[src/logic/dspl_pkg.sv]
// Shared constants of the decoder status pin logic.
// Assumes a single 100 MHz clock and an active-low asynchronous reset.
// How it works
// - Status outputs drive only when selected and valid.
// - Start-up reads straps from parallel data lines.
// - Handshake ignored until operation mode begins.
// - Multimedia mode raises data request when needed.
// - Decode error held for one whole frame.
// - Frame lock clear at reset, set on header with layer 2 or 3 enabled.
// - Ancillary readout clears frame lock.
// - Operation mode copies sampling and emphasis bits.
// - Sampling bits 20,21; emphasis bits 30,31.
// - Layer bits 13,14; version bits mirrored.
// - Error line strap gates audio clock divider.
// - Lock line strap selects serial or parallel input.
// - Emphasis-low strap picks output format, reconfigurable.
// - Sampling straps enable layers; emphasis-high picks mode.
// - Three data lines may form alternative serial input.
// - Transfer outputs only in parallel mode; never write.
// - Wake low: clock ready shows reference clock valid.
// - Wake high: clock ready waits for synthesizer lock.
// - Wake enables core and starts converter.
// - Low reset clears all digital state but the supply threshold, which loads SUPPLY_TH_RST.
// - Output frame line marks left or right.
// - Audio clock kept synchronous with serial output.
// - Supply ok compares against adjustable threshold.
package dspl_pkg;
	localparam int unsigned STARTUP_CYCLES = 16;
	localparam int unsigned HDR_LAYER_LO = 13;
	localparam int unsigned HDR_LAYER_HI = 14;
	localparam int unsigned HDR_FS_A = 20;
	localparam int unsigned HDR_FS_B = 21;
	localparam int unsigned HDR_EMPH_LO = 30;
	localparam int unsigned HDR_EMPH_HI = 31;
	localparam int unsigned HDR_VER = 19;
	localparam int unsigned HDR_VER_EXT = 20;
	localparam int unsigned SUPPLY_W = 8;
	localparam logic [7:0] SUPPLY_TH_RST = 8'h80;
	localparam int unsigned AUDIO_DIV = 4;
	typedef enum logic [1:0] {DSPL_START, DSPL_OPER} dspl_phase_t;
endpackage

[src/logic/dspl_status_pins.sv]
// Start-up strap capture and operation-mode status pin drive.
// Assumes all inputs synchronous to clk; the decoder core supplies
// header words, frame strobes and lock/clock-valid levels.
`timescale 1ns/1ps
module dspl_status_pins #(
	parameter int unsigned STARTUP = dspl_pkg::STARTUP_CYCLES
) (
	input wire logic clk,
	input wire logic reset_n,
	input wire logic port_select_n,
	input wire logic read_valid,
	input wire logic [19:0] pio_in,
	output logic [19:0] pio_out,
	output logic [19:0] pio_oe,
	input wire logic [31:0] header,
	input wire logic header_valid,
	input wire logic frame_bad,
	input wire logic frame_start,
	input wire logic need_data,
	input wire logic anc_read,
	input wire logic xfer_req_core,
	input wire logic xfer_end_core,
	output logic xfer_read_request,
	output logic xfer_end,
	output logic xfer_write_request,
	input wire logic wake_enable,
	input wire logic ref_clock_valid,
	input wire logic synth_locked,
	output logic clock_ready,
	output logic core_enable,
	output logic converter_enable,
	input wire logic [7:0] supply_level,
	input wire logic [7:0] supply_th_wr,
	input wire logic supply_th_we,
	output logic supply_ok,
	input wire logic out_fmt_wr,
	input wire logic out_fmt_we,
	input wire logic [15:0] left_sample,
	input wire logic [15:0] right_sample,
	output logic audio_clock_out,
	output logic out_frame_ind,
	output logic out_serial_data,
	input wire logic alt_serial_sel,
	output logic alt_serial_clock,
	output logic alt_serial_frame,
	output logic alt_serial_data,
	output logic in_sel_parallel,
	output logic layer3_en,
	output logic layer2_en,
	output logic multimedia_mode,
	output logic out_fmt_32,
	output logic audio_div_en
);
	dspl_pkg::dspl_phase_t phase_q;
	logic [$clog2(STARTUP+1)-1:0] cnt_q;
	logic oper;
	logic [4:0] strap_q;
	logic fmt_q, err_q, lock_q;
	logic [31:0] hdr_q;
	logic [7:0] th_q;
	logic [5:0] bit_q;
	logic [1:0] div_q;
	logic [15:0] sh_q;
	logic ch_q, sd_q;

	assign oper = (phase_q == dspl_pkg::DSPL_OPER);

	// Start-up phase counter, then operation
	always_ff @(posedge clk or negedge reset_n) begin
		if (!reset_n) begin
			phase_q <= dspl_pkg::DSPL_START;
			cnt_q <= '0;
		end else begin
			case (phase_q)
			dspl_pkg::DSPL_START: begin
				cnt_q <= cnt_q + 1'b1;
				if (cnt_q == STARTUP[$bits(cnt_q)-1:0] - 1'b1)
					phase_q <= dspl_pkg::DSPL_OPER;
			end
			dspl_pkg::DSPL_OPER: phase_q <= dspl_pkg::DSPL_OPER;
			default: phase_q <= dspl_pkg::DSPL_START;
			endcase
		end
	end

	// Straps sampled once as the start-up phase ends
	always_ff @(posedge clk or negedge reset_n) begin
		if (!reset_n) begin
			strap_q <= '0;
		end else if (!oper &&
			cnt_q == STARTUP[$bits(cnt_q)-1:0] - 1'b1) begin
			strap_q <= {pio_in[8], pio_in[4], pio_in[3],
				pio_in[2], pio_in[0]};
		end
	end
	assign audio_div_en = strap_q[4];
	assign in_sel_parallel = strap_q[3];
	assign layer3_en = strap_q[2];
	assign layer2_en = strap_q[1];
	assign multimedia_mode = strap_q[0];

	// Output format: strap first, later rewritable
	always_ff @(posedge clk or negedge reset_n) begin
		if (!reset_n)
			fmt_q <= 1'b0;
		else if (!oper && cnt_q == STARTUP[$bits(cnt_q)-1:0] - 1'b1)
			fmt_q <= pio_in[1];
		else if (oper && out_fmt_we)
			fmt_q <= out_fmt_wr;
	end
	assign out_fmt_32 = fmt_q;

	// Decode error spans the frame after a failure
	always_ff @(posedge clk or negedge reset_n) begin
		if (!reset_n)
			err_q <= 1'b0;
		else if (frame_start)
			err_q <= frame_bad;
	end

	// Frame lock: set wins over ancillary-read clear
	always_ff @(posedge clk or negedge reset_n) begin
		if (!reset_n)
			lock_q <= 1'b0;
		else if (oper && header_valid && (layer2_en || layer3_en))
			lock_q <= 1'b1;
		else if (anc_read)
			lock_q <= 1'b0;
	end

	always_ff @(posedge clk or negedge reset_n) begin
		if (!reset_n)
			hdr_q <= '0;
		else if (oper && header_valid)
			hdr_q <= header;
	end

	// Status drive: only selected, valid and in operation mode
	always_ff @(posedge clk or negedge reset_n) begin
		if (!reset_n) begin
			pio_out <= '0;
			pio_oe <= '0;
		end else begin
			pio_out <= '0;
			pio_oe <= '0;
			if (oper && !port_select_n && read_valid) begin
				pio_out[19] <= multimedia_mode & need_data;
				pio_out[18] <= hdr_q[dspl_pkg::HDR_VER_EXT];
				pio_out[17] <= hdr_q[dspl_pkg::HDR_VER];
				pio_out[13] <= hdr_q[dspl_pkg::HDR_LAYER_LO];
				pio_out[12] <= hdr_q[dspl_pkg::HDR_LAYER_HI];
				pio_out[8] <= err_q;
				pio_out[4] <= lock_q;
				pio_out[3] <= hdr_q[dspl_pkg::HDR_FS_A];
				pio_out[2] <= hdr_q[dspl_pkg::HDR_FS_B];
				pio_out[1] <= hdr_q[dspl_pkg::HDR_EMPH_LO];
				pio_out[0] <= hdr_q[dspl_pkg::HDR_EMPH_HI];
				pio_oe <= 20'he311f;
			end
		end
	end

	// Alternative serial input taken from lines 16..14
	always_ff @(posedge clk or negedge reset_n) begin
		if (!reset_n) begin
			alt_serial_clock <= 1'b0;
			alt_serial_frame <= 1'b0;
			alt_serial_data <= 1'b0;
		end else begin
			alt_serial_clock <= alt_serial_sel & pio_in[16];
			alt_serial_frame <= alt_serial_sel & pio_in[15];
			alt_serial_data <= alt_serial_sel & pio_in[14];
		end
	end

	always_ff @(posedge clk or negedge reset_n) begin
		if (!reset_n) begin
			xfer_read_request <= 1'b0;
			xfer_end <= 1'b0;
		end else begin
			xfer_read_request <= oper & in_sel_parallel
				& xfer_req_core;
			xfer_end <= oper & in_sel_parallel & xfer_end_core;
		end
	end
	assign xfer_write_request = 1'b0;

	always_ff @(posedge clk or negedge reset_n) begin
		if (!reset_n) begin
			clock_ready <= 1'b0;
			core_enable <= 1'b0;
			converter_enable <= 1'b0;
		end else begin
			clock_ready <= wake_enable ? synth_locked
				: ref_clock_valid;
			core_enable <= wake_enable;
			converter_enable <= wake_enable;
		end
	end

	always_ff @(posedge clk or negedge reset_n) begin
		if (!reset_n) begin
			th_q <= dspl_pkg::SUPPLY_TH_RST;
			supply_ok <= 1'b0;
		end else begin
			if (supply_th_we)
				th_q <= supply_th_wr;
			supply_ok <= supply_level > th_q;
		end
	end

	// Serial output: audio clock divided from clk, data on falling phase
	always_ff @(posedge clk or negedge reset_n) begin
		if (!reset_n) begin
			div_q <= '0;
			bit_q <= '0;
			ch_q <= 1'b0;
			sh_q <= '0;
			sd_q <= 1'b0;
			audio_clock_out <= 1'b0;
		end else if (audio_div_en && oper) begin
			div_q <= div_q + 1'b1;
			audio_clock_out <= div_q[1];
			if (div_q == 2'h3) begin
				sd_q <= sh_q[15];
				if (bit_q[3:0] == 4'hf) begin
					bit_q <= '0;
					ch_q <= ~ch_q;
					sh_q <= ch_q ? left_sample : right_sample;
				end else begin
					bit_q <= bit_q + 1'b1;
					sh_q <= {sh_q[14:0], 1'b0};
				end
			end
		end else begin
			audio_clock_out <= 1'b0;
		end
	end
	assign out_frame_ind = ch_q ^ fmt_q;
	assign out_serial_data = sd_q;

	// Checks on the pins that the controller and the core watch
	lock_set_a: assert property (@(posedge clk)
		disable iff (!reset_n)
		oper && header_valid && (layer2_en || layer3_en) |=> lock_q)
		else $error("lock not set");
	lock_clear_a: assert property (@(posedge clk)
		disable iff (!reset_n)
		anc_read && !header_valid |=> !lock_q)
		else $error("lock not cleared");
	lock_hold_a: assert property (@(posedge clk)
		disable iff (!reset_n)
		lock_q && !anc_read |=> lock_q)
		else $error("lock dropped");
	drive_gate_a: assert property (@(posedge clk)
		disable iff (!reset_n)
		(port_select_n || !read_valid || !oper) |=> pio_oe == 20'h0)
		else $error("pio driven");
	drive_on_a: assert property (@(posedge clk)
		disable iff (!reset_n)
		oper && !port_select_n && read_valid |=> pio_oe == 20'he311f)
		else $error("pio not driven");
	start_quiet_a: assert property (@(posedge clk)
		disable iff (!reset_n)
		!oper |=> pio_oe == 20'h0)
		else $error("start drive");
	data_req_a: assert property (@(posedge clk)
		disable iff (!reset_n)
		oper && !port_select_n && read_valid && multimedia_mode &&
		need_data |=> pio_out[19])
		else $error("no data request");
	err_frame_a: assert property (@(posedge clk)
		disable iff (!reset_n)
		frame_start && frame_bad ##1 !frame_start |-> err_q)
		else $error("error not held");
	err_clear_a: assert property (@(posedge clk)
		disable iff (!reset_n)
		frame_start && !frame_bad |=> !err_q)
		else $error("error not cleared");
	err_hold_a: assert property (@(posedge clk)
		disable iff (!reset_n)
		!frame_start |=> $stable(err_q))
		else $error("error changed mid frame");
	ready_wake_a: assert property (@(posedge clk)
		disable iff (!reset_n)
		wake_enable && !synth_locked |=> !clock_ready)
		else $error("ready early");
	ready_lock_a: assert property (@(posedge clk)
		disable iff (!reset_n)
		wake_enable && synth_locked |=> clock_ready)
		else $error("ready late");
	ready_ref_a: assert property (@(posedge clk)
		disable iff (!reset_n)
		!wake_enable |=> clock_ready == $past(ref_clock_valid))
		else $error("ready mismatch");
	core_wake_a: assert property (@(posedge clk)
		disable iff (!reset_n)
		wake_enable |=> core_enable && converter_enable)
		else $error("core not woken");
	xfer_mode_a: assert property (@(posedge clk)
		disable iff (!reset_n)
		(xfer_read_request || xfer_end) |->
		in_sel_parallel && !xfer_write_request)
		else $error("xfer misuse");
	xfer_off_a: assert property (@(posedge clk)
		disable iff (!reset_n)
		!in_sel_parallel |=> !xfer_read_request && !xfer_end)
		else $error("xfer outside parallel mode");
	alt_off_a: assert property (@(posedge clk)
		disable iff (!reset_n)
		!alt_serial_sel |=> !alt_serial_clock && !alt_serial_frame &&
		!alt_serial_data)
		else $error("alt serial leaks");
	aclk_off_a: assert property (@(posedge clk)
		disable iff (!reset_n)
		!(audio_div_en && oper) |=> !audio_clock_out)
		else $error("audio clock runs");
	strap_hold_a: assert property (@(posedge clk)
		disable iff (!reset_n)
		$past(oper) |-> $stable(strap_q))
		else $error("strap changed");
	cover property (@(posedge clk) disable iff (!reset_n)
		oper && !port_select_n && read_valid);
	cover property (@(posedge clk) disable iff (!reset_n) lock_q && anc_read);
	cover property (@(posedge clk) disable iff (!reset_n) err_q);
	cover property (@(posedge clk) disable iff (!reset_n)
		wake_enable && clock_ready);
endmodule

[config.mk]
export PLATFORM = sky130hd
export DESIGN_NAME = dspl_status_pins
export DESIGN_NICKNAME = d
export VERILOG_FILES = /design/src/logic/dspl_pkg.sv /design/src/logic/dspl_status_pins.sv
export SDC_FILE = /design/constraint.sdc
export NUM_CORES = 1
export LEC_CHECK = 0
export BUFFER_PORTS_ARGS = -buffer_cell sky130_fd_sc_hd__buf_2
export CAP_MARGIN = 40
export CORE_MARGIN = 3
export CORE_UTILIZATION = 36
export CTS_BUF_LIST = sky130_fd_sc_hd__clkbuf_16
export DETAILED_ROUTE_END_ITERATION = 12
export PLACE_DENSITY = 0.66
export SLEW_MARGIN = 10
export SYNTH_ARGS = -nofsm -noshare
export SYNTH_HDL_FRONTEND = slang
export SYNTH_SLANG_ARGS = --single-unit
[constraint.sdc]
create_clock -name clk -period 2.1 [get_ports clk]
set_clock_uncertainty 0.1 [all_clocks]
set_input_delay 0.42 -clock clk [delete_from_list [all_inputs] [get_ports clk]]
set_output_delay 0.42 -clock clk [all_outputs]
set_load 0.02 [all_outputs]
======== Word level (Yosys, flattened, before mapping) ========
Index checks and enable logic that the tools add are counted.
Widths: inputs -> output; s select.
word-level totals
  register bits ........................... 121
  bits in latches ......................... 0
  bits in writable memories ............... 0
  ROM bits ................................ 0
  output and inout bits ................... 59
  logic and storage cells ................. 73
  memories kept ........................... 0
operators by class
  add/subtract/negate cells ............... 3
  $mul .................................... 0
  divide/modulo/power cells ............... 0
  magnitude comparators ................... 1
  eq/ne operators ......................... 5
  shifts and indexed selects .............. 0
  multiplexer cells ....................... 16
  bitwise operators ....................... 9
  reduce and logical (&&, ||, !) cells .... 15
operators by type and width
  operator             number
  $mux 16              2
  $mux 20              1
  $gt 8x8->1           1
  $and 1x1->1          7
  $logic_and 1x1->1    7
  $mux 1               7
  $add 6x1->6 const B  1
  $mux 6               1
  $add 5x1->5 const B  1
  $eq 5x4->1 const B   1
  $mux 5               1
  $eq 4x4->1 const B   1
  $mux 2               2
  $pmux 2 s2           1
  $reduce_bool 2->1    2
  $mux 3               1
  $reduce_and 3->1     1
  $add 2x1->2 const B  1
  $eq 2x1->1 const B   1
  $eq 2x2->1 const B   1
  $logic_not 1->1      2
  $logic_not 2->1      1
  $ne 2x2->1 const B   1
  $reduce_and 2->1     1
  3 further kinds      3

======== Logic depth before layout (Yosys ltp) ========
  depth after elaboration ................. 4
  gate-level depth with buffers ........... 6
  mapped depth without buffers ............ 6

======== Worst setup path before layout ========
No wires, ideal clock.
  kind .................................... register to register
  start ................................... register cnt_q[0]
  end ..................................... register strap_q[0]
  setup time .............................. 125 ps
  arrival ................................. 1,361 ps
  data required time ...................... 1,875 ps
  path slack .............................. 514 ps
  stages on the path, launching flop included .. 6
  cell sequence ........................... dfrtp_1 > ha_1 > and3_1 > ha_1 > nor2b_4 > mux2_2
on the way
  cells in the longest elaborated chain, start to end .. 2
ends and longest elaborated chain
  element                 RTL line                RTL
  start, declared         dspl_status_pins.sv:55  logic [$clog2(STARTUP+1)-1:0] cnt_q;
  start signal, assigned  dspl_status_pins.sv:76  cnt_q <= cnt_q + 1'b1;
  $eq 5x4->1              dspl_status_pins.sv:91  cnt_q == STARTUP[$bits(cnt_q)-1:0] - 1'b1) begin
  $logic_and 1x1->1       dspl_status_pins.sv:90  end else if (!oper &&
  end signal, assigned    dspl_status_pins.sv:92  strap_q <= {pio_in[8], pio_in[4], pio_in[3],
  end, declared           dspl_status_pins.sv:57  logic [4:0] strap_q;
No other way between the ends.
A chain may end at the register's enable or synchronous reset.

======== Worst setup path after layout ========
  start ................................... register ch_q
  end ..................................... output out_frame_ind
on the way
  cells in the longest elaborated chain, start to end .. 1
ends and longest elaborated chain
  element                 RTL line                 RTL
  start, declared         dspl_status_pins.sv:64   logic ch_q, sd_q;
  start signal, assigned  dspl_status_pins.sv:228  ch_q <= ~ch_q;
  $xor 1x1->1             dspl_status_pins.sv:239  assign out_frame_ind = ch_q ^ fmt_q;
  end, declared           dspl_status_pins.sv:41   output logic out_frame_ind,
No other way between the ends.

==> load_flow_metrics.sql <==
INSERT INTO impl_metrics (metric_group, metric, value, unit) VALUES
('floorplan', 'rows', '35', ''),
('worst_setup_path', 'crit_type', 'flop to output port', ''),
('cts', 'clock_tree.buffer_depth', '2', ''),
('place', 'dp.cells', '547', ''),
('worst_setup_path', 'critical_path_peak_fanout', '17', ''),
('synth', 'synth_top_cell_area_share', '52.0', '%'),
('synth', 'synthesized_cell_area', '3460', 'um2'),
('synth', 'async_sr_flop_fraction', '100', '%'),
('cts', 'htreeDepth', '3', ''),
('status', 'outcome', 'finished, final reports clean', ''),
('worst_setup_path', 'critPathBufInv', '2', ''),
('place', 'placed_cell_area', '4030', 'um2'),
('cts', 'clk-insertion-delay-late', '0.33', 'ns'),
('run', 'drv_cap', '0', ''),
('global_route', 'grt_overflow_total', '0', ''),
('layout', 'layout-drive-gt1-share', '38.2', '%'),
('timing', 'layout_worst_path_cycle_share', '88.7', '%'),
('layout', 'postLayoutCoreUtil', '46.7', '%'),
('layout', 'final_design_area_no_fill', '4340', 'um2'),
('cts', 'number_of_buffers_created_by_cts', '9', ''),
('timing', 'fmax', '0.537', 'GHz'),
('routing', 'routed_wl', '6650', 'um'),
('routing', 'route.vias.total', '2442', ''),
('timing', 'hold_viol', '0', ''),
('cts', 'cts_tree', 'yes', ''),
('routing', 'route.detailed.vias_per_inst', '4.33', ''),
('hold_path', 'hold_path_startpoint', 'wake_enable', ''),
('timing', 'tns', '0', 'ns'),
('worst_setup_path', 'cp_cell_instances', 'buf_4 > xor2_1 > buf_2', ''),
('floorplan', 'ios', '177', ''),
('worst_setup_path', 'reg2reg_depth', '4', ''),
('floorplan', 'core-area', '9280', 'um2'),
('worst_setup_path', 'crit_path_max_incr_delay', '0.37', 'ns'),
('place', 'portBuffers', '121', ''),
('timing', 'timing.final.crit_period', '1.86', 'ns'),
('synth', 'synthesis.yosys.warnings', '0', ''),
('layout', 'most-common-layout-cells', 'sky130_fd_sc_hd__buf_2 (120), sky130_fd_sc_hd__dfrtp_1 (72), sky130_fd_sc_hd__nand2_1 (36)', ''),
('routing', 'drtAntennaViolNets', '0', ''),
('pwr', 'p_leak', '2.20', 'nW'),
('global_route', 'antenna_found_initial', '0', ''),
('synth', 'synthesis.area_per_instance', '10.9', 'um2'),
('timing', 'setup_violators_final', '0', ''),
('place', 'placement.setup.worst_slack', '0.325', 'ns'),
('place', 'dp.final_hpwl', '5090', 'um'),
('floorplan', 'die_y', '104', 'um'),
('worst_setup_path', 'critPathLaunchType', 'flop', ''),
('floorplan', 'die_width', '104', 'um'),
('timing', 'maxSlewViolCount', '0', ''),
('cts', 'cts_root_buf', 'sky130_fd_sc_hd__clkbuf_16', ''),
('routing', 'wl_per_cell', '11.8', 'um'),
('pwr', 'design_power_total', '4.07', 'mW'),
('pwr', 'ir_drop', '512', 'uV'),
('timing', 'finalWorstSetupSlack', '0.238', 'ns'),
('worst_setup_path', 'cp_data_required_time', '1.58', 'ns'),
('worst_setup_path', 'cp-end-kind', 'output port', ''),
('worst_setup_path', 'path_delay_family', 'buffers and inverters', ''),
('synth', 'netlist_top_cells_area', 'sky130_fd_sc_hd__dfrtp_1 (52%), sky130_fd_sc_hd__buf_4 (7.4%), sky130_fd_sc_hd__mux2_2 (5.9%)', ''),
('pwr', 'power.density_cell_area', '939', 'nW/um2'),
('global_route', 'grt_pass1_vias', '2462', ''),
('synth', 'post_synth_inst_count', '317', ''),
('hold_path', 'whs_path_depth', '1', ''),
('worst_setup_path', 'timing.reg2reg.setup_slack', '0.32', 'ns'),
('worst_setup_path', 'regToRegEndpoint', 'ch_q$_DFFE_PN0P_', ''),
('synth', 'seq_area_frac_synth', '52.8', '%'),
('layout', 'diodes', '0', ''),
('synth', 'ys.flop_type', 'sky130_fd_sc_hd__dfrtp_1', ''),
('synth', 'synth_top_cell_by_area', 'sky130_fd_sc_hd__dfrtp_1', ''),
('cts', 'numClockSinks', '73', ''),
('global_route', 'grt_start_max_net_pins', '39', ''),
('layout', 'mostFrequentLayoutCell', 'sky130_fd_sc_hd__buf_2', ''),
('timing', 'fin_worst_hold_slack', '0.118', 'ns');
-- cells in the mapped netlist, types with 2 or more instances --
| cell | instances |
|---|---|
| sky130_fd_sc_hd__and2_1 | 11 |
| sky130_fd_sc_hd__nand4_1 | 3 |
| sky130_fd_sc_hd__buf_6 | 3 |
| sky130_fd_sc_hd__nor2_1 | 17 |
| sky130_fd_sc_hd__dfrtp_1 | 72 |
| sky130_fd_sc_hd__o21ai_0 | 11 |
| sky130_fd_sc_hd__mux2_2 | 18 |
| sky130_fd_sc_hd__ha_1 | 12 |
| sky130_fd_sc_hd__inv_1 | 10 |
| sky130_fd_sc_hd__nor2b_1 | 2 |
| sky130_fd_sc_hd__a21oi_1 | 21 |
| sky130_fd_sc_hd__xor2_1 | 2 |
| sky130_fd_sc_hd__xnor2_1 | 5 |
| sky130_fd_sc_hd__and3_1 | 6 |
| sky130_fd_sc_hd__buf_4 | 34 |
| sky130_fd_sc_hd__nand2_1 | 36 |
| sky130_fd_sc_hd__o21ai_1 | 16 |
| sky130_fd_sc_hd__mux2i_1 | 16 |
| sky130_fd_sc_hd__buf_2 | 3 |
| sky130_fd_sc_hd__nand3_2 | 2 |
-- cell families after synthesis --
family / Yosys count / share of synthesized area [%]
and+or+nand+nor: 84 / 11.8
other: 1 / 0.108
muxes: 34 / 10.5
DFF: 73 / 52.8
buffers and inverters: 53 / 10.7
adders and majority gates: 12 / 4.33
xor gates and xnor gates: 7 / 1.77
AOI/OAI and AO/OA: 53 / 8.05
-- final cells by class --
class	count	area (um2)
clock buffer	9	225
timing repair buffer	127	681
clock inverter	7	71.3
sequential	73	1830
inverter	10	37.5
multi-input combinational	209	1330
tap	129	161
fill	928	4950
-- report_power, final --
part | switching (mW) | internal [mW]
sequential | 0.145 | 1.66
combinational | 0.435 | 0.340
clock | 0.576 | 0.918
-- what timing repair did --
action,in CTS,in global routing
setup endpoints to repair,0,0
hold endpoints to repair,34,0
setup buffers,0,0
hold buffers,1,0
resized for setup,0,0
-- how the worst max path moves through the flow --
stage / startpoint / endpoint / depth (start not counted)
3_5_place_dp: bit_q[0]$_DFFE_PN0P_ / ch_q$_DFFE_PN0P_ / 4
3_3_place_gp: bit_q[0]$_DFFE_PN0P_ / ch_q$_DFFE_PN0P_ / 4
5_1_grt: bit_q[0]$_DFFE_PN0P_ / sh_q[14]$_DFFE_PN0P_ / 5
6_report: ch_q$_DFFE_PN0P_ / out_frame_ind / 3
2_1_floorplan: cnt_q[0]$_DFFE_PN0N_ / strap_q[0]$_DFFE_PN0P_ / 5
4_1_cts: ch_q$_DFFE_PN0P_ / out_frame_ind / 3
-- flip-flops by register name (all words and copies together), names as in the netlist, 2 cells and up --
register and cells:
bit_q 4, cnt_q 5, div_q 2, hdr_q 7
pio_out 10, sh_q 16, strap_q 5, th_q 8
-- per-layer routing --
| layer | up-vias | share of wire, % | global-route usage, % |
|---|---|---|---|
| met1 | 1115 | 41 | 15.3 |
| met4 | 0 | 1.4 | 4.84 |
| met5 | - | 0 | 0 |
| met2 | 76 | 50 | 21.2 |
| met3 | 9 | 7.7 | 4.47 |
| li1 | 1242 | - | - |
Power figures use the tool's default switching activity.
